**config.mk**
```make
export PLATFORM = sky130hd
export DESIGN_NAME = serial_channel_command_status
export DESIGN_NICKNAME = d
export VERILOG_FILES = /design/src/serial_channel_pkg.sv /design/src/serial_channel_command_status.sv
export SDC_FILE = /design/constraint.sdc
export NUM_CORES = 2
export LEC_CHECK = 0
export BUFFER_PORTS_ARGS = -buffer_cell sky130_fd_sc_hd__buf_2
export CAP_MARGIN = 20
export CORE_MARGIN = 2
export CORE_UTILIZATION = 44
export CTS_BUF_LIST = sky130_fd_sc_hd__clkbuf_2
export CTS_CLUSTER_SIZE = 40
export DETAILED_ROUTE_END_ITERATION = 7
export PLACE_DENSITY = 0.64
export RECOVER_POWER = 25
export SETUP_SLACK_MARGIN = 0.15
export SLEW_MARGIN = 25
export SYNTH_ARGS = -nofsm -noshare
export SYNTH_HDL_FRONTEND = slang
export SYNTH_SLANG_ARGS = --single-unit
```
**constraint.sdc**
```tcl
create_clock -name clk -period 7.55 [get_ports clk]
set_clock_uncertainty 0.05 [all_clocks]
set_input_delay 1.1325 -clock clk [delete_from_list [all_inputs] [get_ports clk]]
set_output_delay 1.1325 -clock clk [all_outputs]
set_load 0.005 [all_outputs]
```
**src/serial_channel_pkg.sv**
```systemverilog
package serial_channel_pkg;
    // register byte addresses
    localparam logic [15:0] ADDR_STATUS_CLKSEL = 16'h2004;
    localparam logic [15:0] ADDR_COMMAND = 16'h2008;
    localparam logic [15:0] ADDR_RX_FIFO = 16'h200C;
    localparam logic [15:0] ADDR_CONFIG = 16'h2040;
    localparam logic [15:0] ADDR_ALARM = 16'h2044;
    localparam logic [15:0] ADDR_RELEASE = 16'h2048;
    // status bit positions, msb-first numbering mapped to lsb index 15-n
    localparam int ST_RX_BREAK = 15;
    localparam int ST_FRAMING = 14;
    localparam int ST_PARITY = 13;
    localparam int ST_OVERRUN = 12;
    localparam int ST_TX_IDLE = 11;
    localparam int ST_UNDERRUN = 11;
    localparam int ST_TX_AEMPTY = 10;
    localparam int ST_RX_AFULL = 9;
    localparam int ST_RX_PRESENT = 8;
    localparam int ST_CARRIER = 7;
    // command fields (msb-first 9:11, 12:13, 14:15)
    localparam int CMD_MISC_LSB = 4;
    localparam int CMD_TX_LSB = 2;
    localparam int CMD_RX_LSB = 0;
    localparam int CS_RX_LSB = 4;
    localparam int CS_TX_LSB = 0;
    localparam logic [3:0] CS_FIRST_INVALID = 4'hE;
    localparam logic [2:0] MISC_MODE_PTR = 3'h1;
    localparam logic [2:0] MISC_RESET_RX = 3'h2;
    localparam logic [2:0] MISC_RESET_TX = 3'h3;
    localparam logic [2:0] MISC_RESET_ERR = 3'h4;
    localparam logic [2:0] MISC_RESET_DBRK = 3'h5;
    localparam logic [2:0] MISC_START_BRK = 3'h6;
    localparam logic [2:0] MISC_STOP_BRK = 3'h7;
    localparam logic [1:0] EN_CODE = 2'h1;
    localparam logic [1:0] DIS_CODE = 2'h2;
    localparam logic [1:0] PM_MULTIDROP = 2'h3;
    localparam logic [1:0] CM_ECHO = 2'h1;
    localparam logic [1:0] CM_LOCAL_LOOP = 2'h2;
    localparam logic [1:0] CM_REMOTE_LOOP = 2'h3;
    // receive fifo: 512 bytes held as 128 words
    localparam int RX_DEPTH = 128;
    localparam logic [7:0] RX_FULL_WORDS = 8'h80;
    localparam int DBRK_READ_BIT = 31;

    typedef struct packed {
        logic sampleMode;
        logic codecMode;
        logic [1:0] parityMode;
        logic parityType;
        logic [1:0] channelMode;
    } mode_cfg_t;

    typedef struct packed {
        logic rxWordValid;
        logic [31:0] rxWord;
        logic rxCharActive;
        logic frameSync;
        logic txShiftEmpty;
        logic txCharActive;
        logic [8:0] txFifoCount;
        logic codecReady;
        logic carrierLost;
        logic rxBreak;
        logic rxFraming;
        logic rxParity;
        logic deltaBreak;
    } engine_status_t;

    typedef struct packed {
        logic txEnable;
        logic rxEnable;
        logic rxActive;
        logic rxSearchStart;
        logic txBreak;
        logic txAddressChar;
        logic modePtrFirst;
        logic [3:0] rxClockSource;
        logic [3:0] txClockSource;
    } engine_ctrl_t;
endpackage

```
**src/serial_channel_command_status.sv**
```systemverilog
`timescale 1ns/10ps
// What this block does
// - status bit 8 low after carrier loss
// - sample overrun: full fifo plus waiting sample
// - sample underrun on sync with tx empty
// - underrun cleared only by error reset
// - tx almost empty follows alarm level
// - rx almost full with release hysteresis
// - rx data present while fifo nonempty
// - clock source fields, invalid codes ignored
// - command 001 resets mode pointer
// - command 010 resets receiver and fifo
// - command 011 resets transmitter, keeps underrun
// - command 100 clears error flags
// - command 101 clears delta break in character mode
// - command 110 starts break after character
// - break needs tx enabled, not sample mode
// - command 111 ends break, resumes data
// - tx enable sets idle flags in character mode
// - codec underrun needs codec ready
// - tx disable waits for character end
// - rx enable searches start bit except in multidrop
// - rx disable, sample mode finishes sample
// - multidrop when parity mode is 11
// - reading rx buffer pops fifo
module serial_channel_command_status (
    // clock and reset
    input wire logic clk,
    input wire logic sys_rst,
    // register port
    input wire logic [15:0] regAddr,
    input wire logic [31:0] regWdata,
    input wire logic regWr,
    input wire logic regRd,
    output logic [31:0] regRdata,
    // serial engine
    input serial_channel_pkg::engine_status_t engStat,
    output serial_channel_pkg::engine_ctrl_t engCtrl
);
    import serial_channel_pkg::*;

    mode_cfg_t cfg_q;
    logic [8:0] txAlarm_q;
    logic [9:0] rxAlarm_q;
    logic [9:0] rxRelease_q;
    logic [3:0] rxClk_q, txClk_q;
    logic txEn_q, txDisPend_q, rxEn_q, rxDisPend_q;
    logic breakReq_q, txBreak_q, modePtr_q, rxSearch_q;
    logic txIdle_q, txAEmpty_q, rxAFull_q;
    logic ovr_q, udr_q, brk_q, fe_q, pe_q, carrierErr_q, dBrk_q;
    logic [31:0] rxMem [RX_DEPTH];
    logic [6:0] rxWrPtr_q, rxRdPtr_q;
    logic [7:0] rxCount_q;
    logic [31:0] pend_q;
    logic pendValid_q;
    logic [31:0] rdata_q;

    // command decode: one write gives one pulse per field
    logic cmdWr;
    logic [2:0] misc;
    logic [1:0] txCmd, rxCmd;
    assign cmdWr = regWr && regAddr == ADDR_COMMAND;
    assign misc = cmdWr ? regWdata[CMD_MISC_LSB+:3] : 3'h0;
    assign txCmd = cmdWr ? regWdata[CMD_TX_LSB+:2] : 2'h0;
    assign rxCmd = cmdWr ? regWdata[CMD_RX_LSB+:2] : 2'h0;

    logic resetRx, resetTx, resetErr, multidrop, echoRemote, txOn, txEmpty;
    assign resetRx = misc == MISC_RESET_RX;
    assign resetTx = misc == MISC_RESET_TX;
    assign resetErr = misc == MISC_RESET_ERR;
    assign multidrop = cfg_q.parityMode == PM_MULTIDROP;
    assign echoRemote = cfg_q.channelMode == CM_ECHO || cfg_q.channelMode == CM_REMOTE_LOOP;
    assign txOn = txEn_q && !txDisPend_q;
    assign txEmpty = engStat.txShiftEmpty && engStat.txFifoCount == 9'h000;

    // configuration and alarm registers
    always_ff @(posedge clk) begin
        if (sys_rst) begin
            cfg_q <= '0;
            txAlarm_q <= 9'h000;
            rxAlarm_q <= 10'h000;
            rxRelease_q <= 10'h000;
        end else if (regWr) begin
            if (regAddr == ADDR_CONFIG) cfg_q <= regWdata[6:0];
            if (regAddr == ADDR_ALARM) begin
                txAlarm_q <= regWdata[8:0];
                rxAlarm_q <= regWdata[25:16];
            end
            if (regAddr == ADDR_RELEASE) rxRelease_q <= regWdata[9:0];
        end
    end

    // clock source select, invalid codes leave the field alone
    always_ff @(posedge clk) begin
        if (sys_rst) begin
            rxClk_q <= 4'h0;
            txClk_q <= 4'h0;
        end else if (regWr && regAddr == ADDR_STATUS_CLKSEL) begin
            if (regWdata[CS_RX_LSB+:4] < CS_FIRST_INVALID) rxClk_q <= regWdata[CS_RX_LSB+:4];
            if (regWdata[CS_TX_LSB+:4] < CS_FIRST_INVALID) txClk_q <= regWdata[CS_TX_LSB+:4];
        end
    end

    // one-cycle pulses to the engine
    always_ff @(posedge clk) begin
        if (sys_rst) begin
            modePtr_q <= 1'b0;
            rxSearch_q <= 1'b0;
        end else begin
            modePtr_q <= misc == MISC_MODE_PTR;
            rxSearch_q <= rxCmd == EN_CODE && !rxEn_q && !multidrop && !resetRx;
        end
    end

    // transmitter enable, disable waits for the character in flight
    always_ff @(posedge clk) begin
        if (sys_rst || resetTx) begin
            txEn_q <= 1'b0;
            txDisPend_q <= 1'b0;
        end else if (txCmd == EN_CODE) begin
            txEn_q <= 1'b1;
            txDisPend_q <= 1'b0;
        end else if (txDisPend_q && !engStat.txCharActive) begin
            txEn_q <= 1'b0;
            txDisPend_q <= 1'b0;
        end else if (txCmd == DIS_CODE && txEn_q) begin
            txDisPend_q <= 1'b1;
        end
    end

    // break request and line hold
    always_ff @(posedge clk) begin
        if (sys_rst || resetTx) begin
            breakReq_q <= 1'b0;
            txBreak_q <= 1'b0;
        end else begin
            if (misc == MISC_STOP_BRK) breakReq_q <= 1'b0;
            else if (misc == MISC_START_BRK && txEn_q && !cfg_q.sampleMode) breakReq_q <= 1'b1;
            txBreak_q <= breakReq_q && misc != MISC_STOP_BRK && (txBreak_q || !engStat.txCharActive);
        end
    end

    // receiver enable, sample mode finishes the sample in progress
    always_ff @(posedge clk) begin
        if (sys_rst || resetRx) begin
            rxEn_q <= 1'b0;
            rxDisPend_q <= 1'b0;
        end else if (rxCmd == EN_CODE) begin
            rxEn_q <= 1'b1;
            rxDisPend_q <= 1'b0;
        end else if (rxCmd == DIS_CODE && rxEn_q) begin
            if (cfg_q.sampleMode && engStat.rxCharActive) rxDisPend_q <= 1'b1;
            else rxEn_q <= 1'b0;
        end else if (rxDisPend_q && !engStat.rxCharActive) begin
            rxEn_q <= 1'b0;
            rxDisPend_q <= 1'b0;
        end
    end

    logic rxActive;
    assign rxActive = rxEn_q || multidrop || cfg_q.channelMode == CM_LOCAL_LOOP;

    // receive fifo push, pop and the waiting shift-register sample
    logic rxFull, arrive, drain, direct, push, pop, overrunEv;
    logic [31:0] headWord;
    assign rxFull = rxCount_q == RX_FULL_WORDS;
    assign arrive = engStat.rxWordValid && rxActive;
    assign drain = pendValid_q && !rxFull;
    assign direct = arrive && !pendValid_q && !rxFull;
    assign push = drain || direct;
    assign pop = regRd && regAddr == ADDR_RX_FIFO && rxCount_q != 8'h00;
    assign overrunEv = arrive && rxFull && pendValid_q;
    assign headWord = rxMem[rxRdPtr_q];

    always_ff @(posedge clk) begin
        if (push) rxMem[rxWrPtr_q] <= drain ? pend_q : engStat.rxWord;
    end

    always_ff @(posedge clk) begin
        if (sys_rst || resetRx) begin
            rxWrPtr_q <= 7'h00;
            rxRdPtr_q <= 7'h00;
            rxCount_q <= 8'h00;
            pendValid_q <= 1'b0;
            pend_q <= 32'h00000000;
        end else begin
            if (push) rxWrPtr_q <= rxWrPtr_q + 7'h01;
            if (pop) rxRdPtr_q <= rxRdPtr_q + 7'h01;
            rxCount_q <= rxCount_q + {7'h00, push} - {7'h00, pop};
            if (arrive && !direct) begin
                pend_q <= engStat.rxWord;
                pendValid_q <= 1'b1;
            end else if (drain) begin
                pendValid_q <= 1'b0;
            end
        end
    end

    // fifo level flags
    logic [9:0] rxBytes;
    assign rxBytes = {rxCount_q, 2'b00};
    always_ff @(posedge clk) begin
        if (sys_rst || resetRx) begin
            rxAFull_q <= 1'b0;
        end else if (rxBytes > rxAlarm_q) begin
            rxAFull_q <= 1'b1;
        end else if (rxBytes <= rxRelease_q) begin
            rxAFull_q <= 1'b0;
        end
    end

    logic txAEmptyGate;
    assign txAEmptyGate = cfg_q.sampleMode ? (txOn || !echoRemote) : txOn;
    always_ff @(posedge clk) begin
        if (sys_rst || resetTx) begin
            txAEmpty_q <= 1'b0;
        end else begin
            txAEmpty_q <= txAEmptyGate && !(txCmd == DIS_CODE && !(cfg_q.sampleMode && !echoRemote))
                && engStat.txFifoCount <= txAlarm_q;
        end
    end

    // transmitter idle flag, character mode
    always_ff @(posedge clk) begin
        if (sys_rst || resetTx || txCmd == DIS_CODE) begin
            txIdle_q <= 1'b0;
        end else if (txCmd == EN_CODE && !cfg_q.sampleMode) begin
            txIdle_q <= 1'b1;
        end else if (txOn && !cfg_q.sampleMode) begin
            txIdle_q <= txEmpty;
        end
    end

    // sticky error flags, a set in the clearing cycle wins
    logic udrEv, charMode;
    assign charMode = !cfg_q.sampleMode;
    assign udrEv = cfg_q.sampleMode && txOn && engStat.frameSync && txEmpty
        && (!cfg_q.codecMode || engStat.codecReady);
    always_ff @(posedge clk) begin
        if (sys_rst) begin
            ovr_q <= 1'b0;
            udr_q <= 1'b0;
            brk_q <= 1'b0;
            fe_q <= 1'b0;
            pe_q <= 1'b0;
            carrierErr_q <= 1'b0;
            dBrk_q <= 1'b0;
        end else begin
            ovr_q <= overrunEv || (ovr_q && !resetErr);
            udr_q <= udrEv || (udr_q && !resetErr);
            brk_q <= (charMode && engStat.rxBreak) || (brk_q && !resetErr);
            fe_q <= (charMode && engStat.rxFraming) || (fe_q && !resetErr);
            pe_q <= (charMode && engStat.rxParity) || (pe_q && !resetErr);
            carrierErr_q <= (charMode && engStat.carrierLost) || (carrierErr_q && !resetErr);
            dBrk_q <= (charMode && engStat.deltaBreak)
                || (dBrk_q && !(misc == MISC_RESET_DBRK && charMode));
        end
    end

    // status word for the current mode
    logic [15:0] status;
    always_comb begin
        status = 16'h0000;
        status[ST_OVERRUN] = ovr_q;
        status[ST_TX_AEMPTY] = txAEmpty_q;
        status[ST_RX_AFULL] = rxAFull_q;
        status[ST_RX_PRESENT] = rxCount_q != 8'h00;
        if (cfg_q.sampleMode) begin
            status[ST_UNDERRUN] = udr_q;
        end else begin
            status[ST_RX_BREAK] = brk_q;
            status[ST_FRAMING] = fe_q;
            status[ST_PARITY] = pe_q;
            status[ST_TX_IDLE] = txIdle_q;
            status[ST_CARRIER] = !carrierErr_q;
        end
    end

    // read data, one cycle after the strobe
    always_ff @(posedge clk) begin
        if (sys_rst) begin
            rdata_q <= 32'h00000000;
        end else begin
            rdata_q <= 32'h00000000;
            if (regRd) begin
                unique case (regAddr)
                    ADDR_STATUS_CLKSEL: rdata_q <= {16'h0000, status};
                    ADDR_RX_FIFO: rdata_q <= pop ? headWord : 32'h00000000;
                    ADDR_CONFIG: begin
                        rdata_q <= {25'h0000000, cfg_q};
                        rdata_q[DBRK_READ_BIT] <= dBrk_q;
                    end
                    ADDR_ALARM: rdata_q <= {6'h00, rxAlarm_q, 7'h00, txAlarm_q};
                    ADDR_RELEASE: rdata_q <= {22'h000000, rxRelease_q};
                    default: rdata_q <= 32'h00000000;
                endcase
            end
        end
    end
    assign regRdata = rdata_q;

    // engine controls
    always_comb begin
        engCtrl.txEnable = txEn_q;
        engCtrl.rxEnable = rxEn_q;
        engCtrl.rxActive = rxActive;
        engCtrl.rxSearchStart = rxSearch_q;
        engCtrl.txBreak = txBreak_q;
        engCtrl.txAddressChar = multidrop && cfg_q.parityType;
        engCtrl.modePtrFirst = modePtr_q;
        engCtrl.rxClockSource = rxClk_q;
        engCtrl.txClockSource = txClk_q;
    end
endmodule

```
==> impl_metrics.yaml <==
outcome:
  status: "finished, violations left"
  violations: "max-capacitance violations, max-slew violations"
floorplan:
  die_height_um: 613
  fp-row-count: 223
  start_util_pct: 44.2
  core_sq_um: 369000
  die_x_um: 613
  dieArea_sq_um: 375000
  num_io_pins: 151
yosys:
  yosys.area.top_type: "edfxtp_1"
  synth_top_area_share_pct: 75.4
  syn_area_sq_um: 163000
  synth_ff_type: "edfxtp_1"
  synth-edff-count: 4096
  yosysWarnings: 0
  synthTopCellsByArea: "edfxtp_1, mux4_2, dfxtp_1, mux2i_1, nor2_1"
  synth_nets: 7205
  yosys_register_bits: 4252
  netlist_instances: 7061
  syn_avg_cell_area_sq_um: 23.1
  async_flop_share_pct: 0
  ys_seq_area_share_pct: 77.3
  ys_types: 65
final_layout:
  syn2layout_area_growth_pct: 12.1
  layout-drive-gt1-share_pct: 36.7
  layout_common_cells: "edfxtp_1, clkbuf_2, mux4_2, dlygate4sd3_1, buf_4"
  fin_nets: 8611
  fillCellCount: 29900
  seq_area_sq_um: 126000
  layout_commonest_cell: "edfxtp_1"
  multi_input_area_sq_um: 35700
power_and_ir_drop:
  powerDensity_nw_per_um2: 224
  ir_drop_mv: 0.149
  p_leak_nw: 56.6
detailed_routing:
  viasPerCell: 5.91
  wl_um: 439000
  drt_iter0_drc: 10700
  routedWlPerCell_um: 31.2
  drt_pass1_iterations: 7
  vias: 83200
  drc: 0
  detail-route-antenna-nets: 0
cts:
  htreeDepth: 7
  clk_path_buf_depth: 5
  clock_sinks: 4252
  ctsRootBufferMaster: "clkbuf_2"
  cts_buffers: 1109
  clk_latency_ns: 2.18
  path_clk_slew_ns: 0.11
  postCtsResizedCells: 0
  cts_tree: "done"
placed_design:
  place_congestion: 0.892
  numPortBuffers: 138
  dp_hpwl_um: 237000
critical_path:
  worstSetupStartpointType: "flip-flop"
  ff2ff_setup_slack_ns: 1.16
  crit_fanout: 17
  reg2reg_depth: 8
  required_ns: 9.33
  r2r_end: "rxMem[76][6]"
  r2r-start: "cfg_q[3]"
  crit_arrival_ns: 8.17
  endpoint_kind: "flip-flop"
  critical_path_class: "reg -> reg"
global_route:
  grt_usage_pct: 23.5
  grt_max_degree: 120
  grt_pass1_wl_um: 614000
  grt_pass1_vias: 85600
  grt-ovfl-total: 0
  antenna_found_initial: 26
sta:
  holdWs_ns: 0.316
  clock.fmax_ghz: 0.157
  worstMarginPinSlew_ns: 3.47
  finalMaxSlewViolations: 1520
  post-route-period-util_pct: 84.6
  tns_ns: 0
  rsz0062_at_grt: "no"
  finalHoldViolCount: 0
  fin_crit_ns: 6.39
  setup_violations: 0
  timing.max_slew.rel_slack_pct: -131
job:
  max-cap-violations: 61
worst_hold_path:
  worstHoldStart: "regWdata[4]"
  hold_class: "in -> reg"
  hold_path_end: "modePtr_q"
  whs_path_depth: 4
-- kinds of logic after synthesis --
| logic type | share of synthesized area [%] |
|---|---|
| xor+xnor | 0.0752 |
| buf+inv | 1.25 |
| mux | 18.1 |
| compound gates | 1.41 |
| simple gates | 1.51 |
| flops | 77.3 |
| fa+ha+maj | 0.318 |
-- synthesized netlist by cell type (all sizes together), types with 30 or more instances --
library cell and number:
nor2 245, mux2i 107, mux4 1225, o21ai 30, nand2 156, buf 196, inv 53, edfxtp 4096
nand3 35, clkbuf 195, ha 39, mux2 76, a21oi 121, dfxtp 156
-- critical path: stages, from the launching register on --
cell and delay (ns):
dfxtp_1 0.35, a21oi_1 0.21, o21ai_0 0.20, and2_1 0.31
o211ai_1 0.88, nand2b_1 0.35, clkbuf_1 1.83, nor2_1 1.23
buf_4 0.59
-- per-layer routing --
metal,global-route usage (%),wire (um),up-vias,share of wire (%)
met5,0,13,-,0.0030
met4,8.85,13400,2,3.1
met3,6.19,44700,639,10
met2,37.0,212000,4794,48
met1,31.5,169000,44300,38
li1,-,-,33500,-
-- state kept, by name, indices dropped and copies added, names as in the netlist, 4 cells and up, named ones only --
name / cells
rxMem: 4096
rxCount_q: 8
rxRelease_q: 10
txClk_q: 4
rxAlarm_q: 10
rxClk_q: 4
txAlarm_q: 9
regRdata: 32
cfg_q: 7
pend_q: 32
rxWrPtr_q: 7
rxRdPtr_q: 7
-- per-stage QoR --
step	worst slack, ns	cell area [sq um]	util, %	power, mW	std cells
2_1_floorplan	3.41	163000	-	26.5	7061
3_3_place_gp	2.53	171000	46.5	26.8	12000
3_5_place_dp	2.66	172000	46.5	26.8	12000
4_1_cts	2.70	183000	49.7	41.3	14000
6_report	1.16	183000	49.6	41.0	14100
5_1_grt	1.28	183000	49.5	42.6	14100
-- cell type report --
class                      count  share of cell area (%)
sequential                  4252                    69.0
multi-input combinational   2364                    19.5
clock buffer                1538                    4.21
tap                         4950                    3.39
timing repair buffer         686                    3.11
clock inverter               210                   0.612
inverter                      54                   0.111
antenna                       26                  0.0356
-- worst max-delay path by stage --
stage                 startpoint            end  cells after the start
finish                  cfg_q[3]   rxMem[76][6]                      8
global route        rxCount_q[2]  rxMem[76][21]                      9
CTS                 rxCount_q[2]   rxMem[66][2]                      9
detailed placement    regAddr[9]   rxCount_q[6]                     17
global placement     engStat[51]  rxMem[98][31]                      9
floorplan            engStat[51]  rxMem[110][0]                      6
-- repair_timing --
action / in CTS / in global routing
endpoints found under the hold margin: 1944 / 0
setup buffers: 0 / 0
hold buffers: 279 / 0
-- report_power, final --
group / internal [mW] / switching, mW / total [mW]
Combinational: 0.106 / 0.462 / 0.569
Clock: 5.79 / 8.86 / 14.7
Sequential: 25.8 / 0.00159 / 25.8
Total: 31.7 / 9.33 / 41.0
Note: power is estimated with default switching activity, not from simulation.
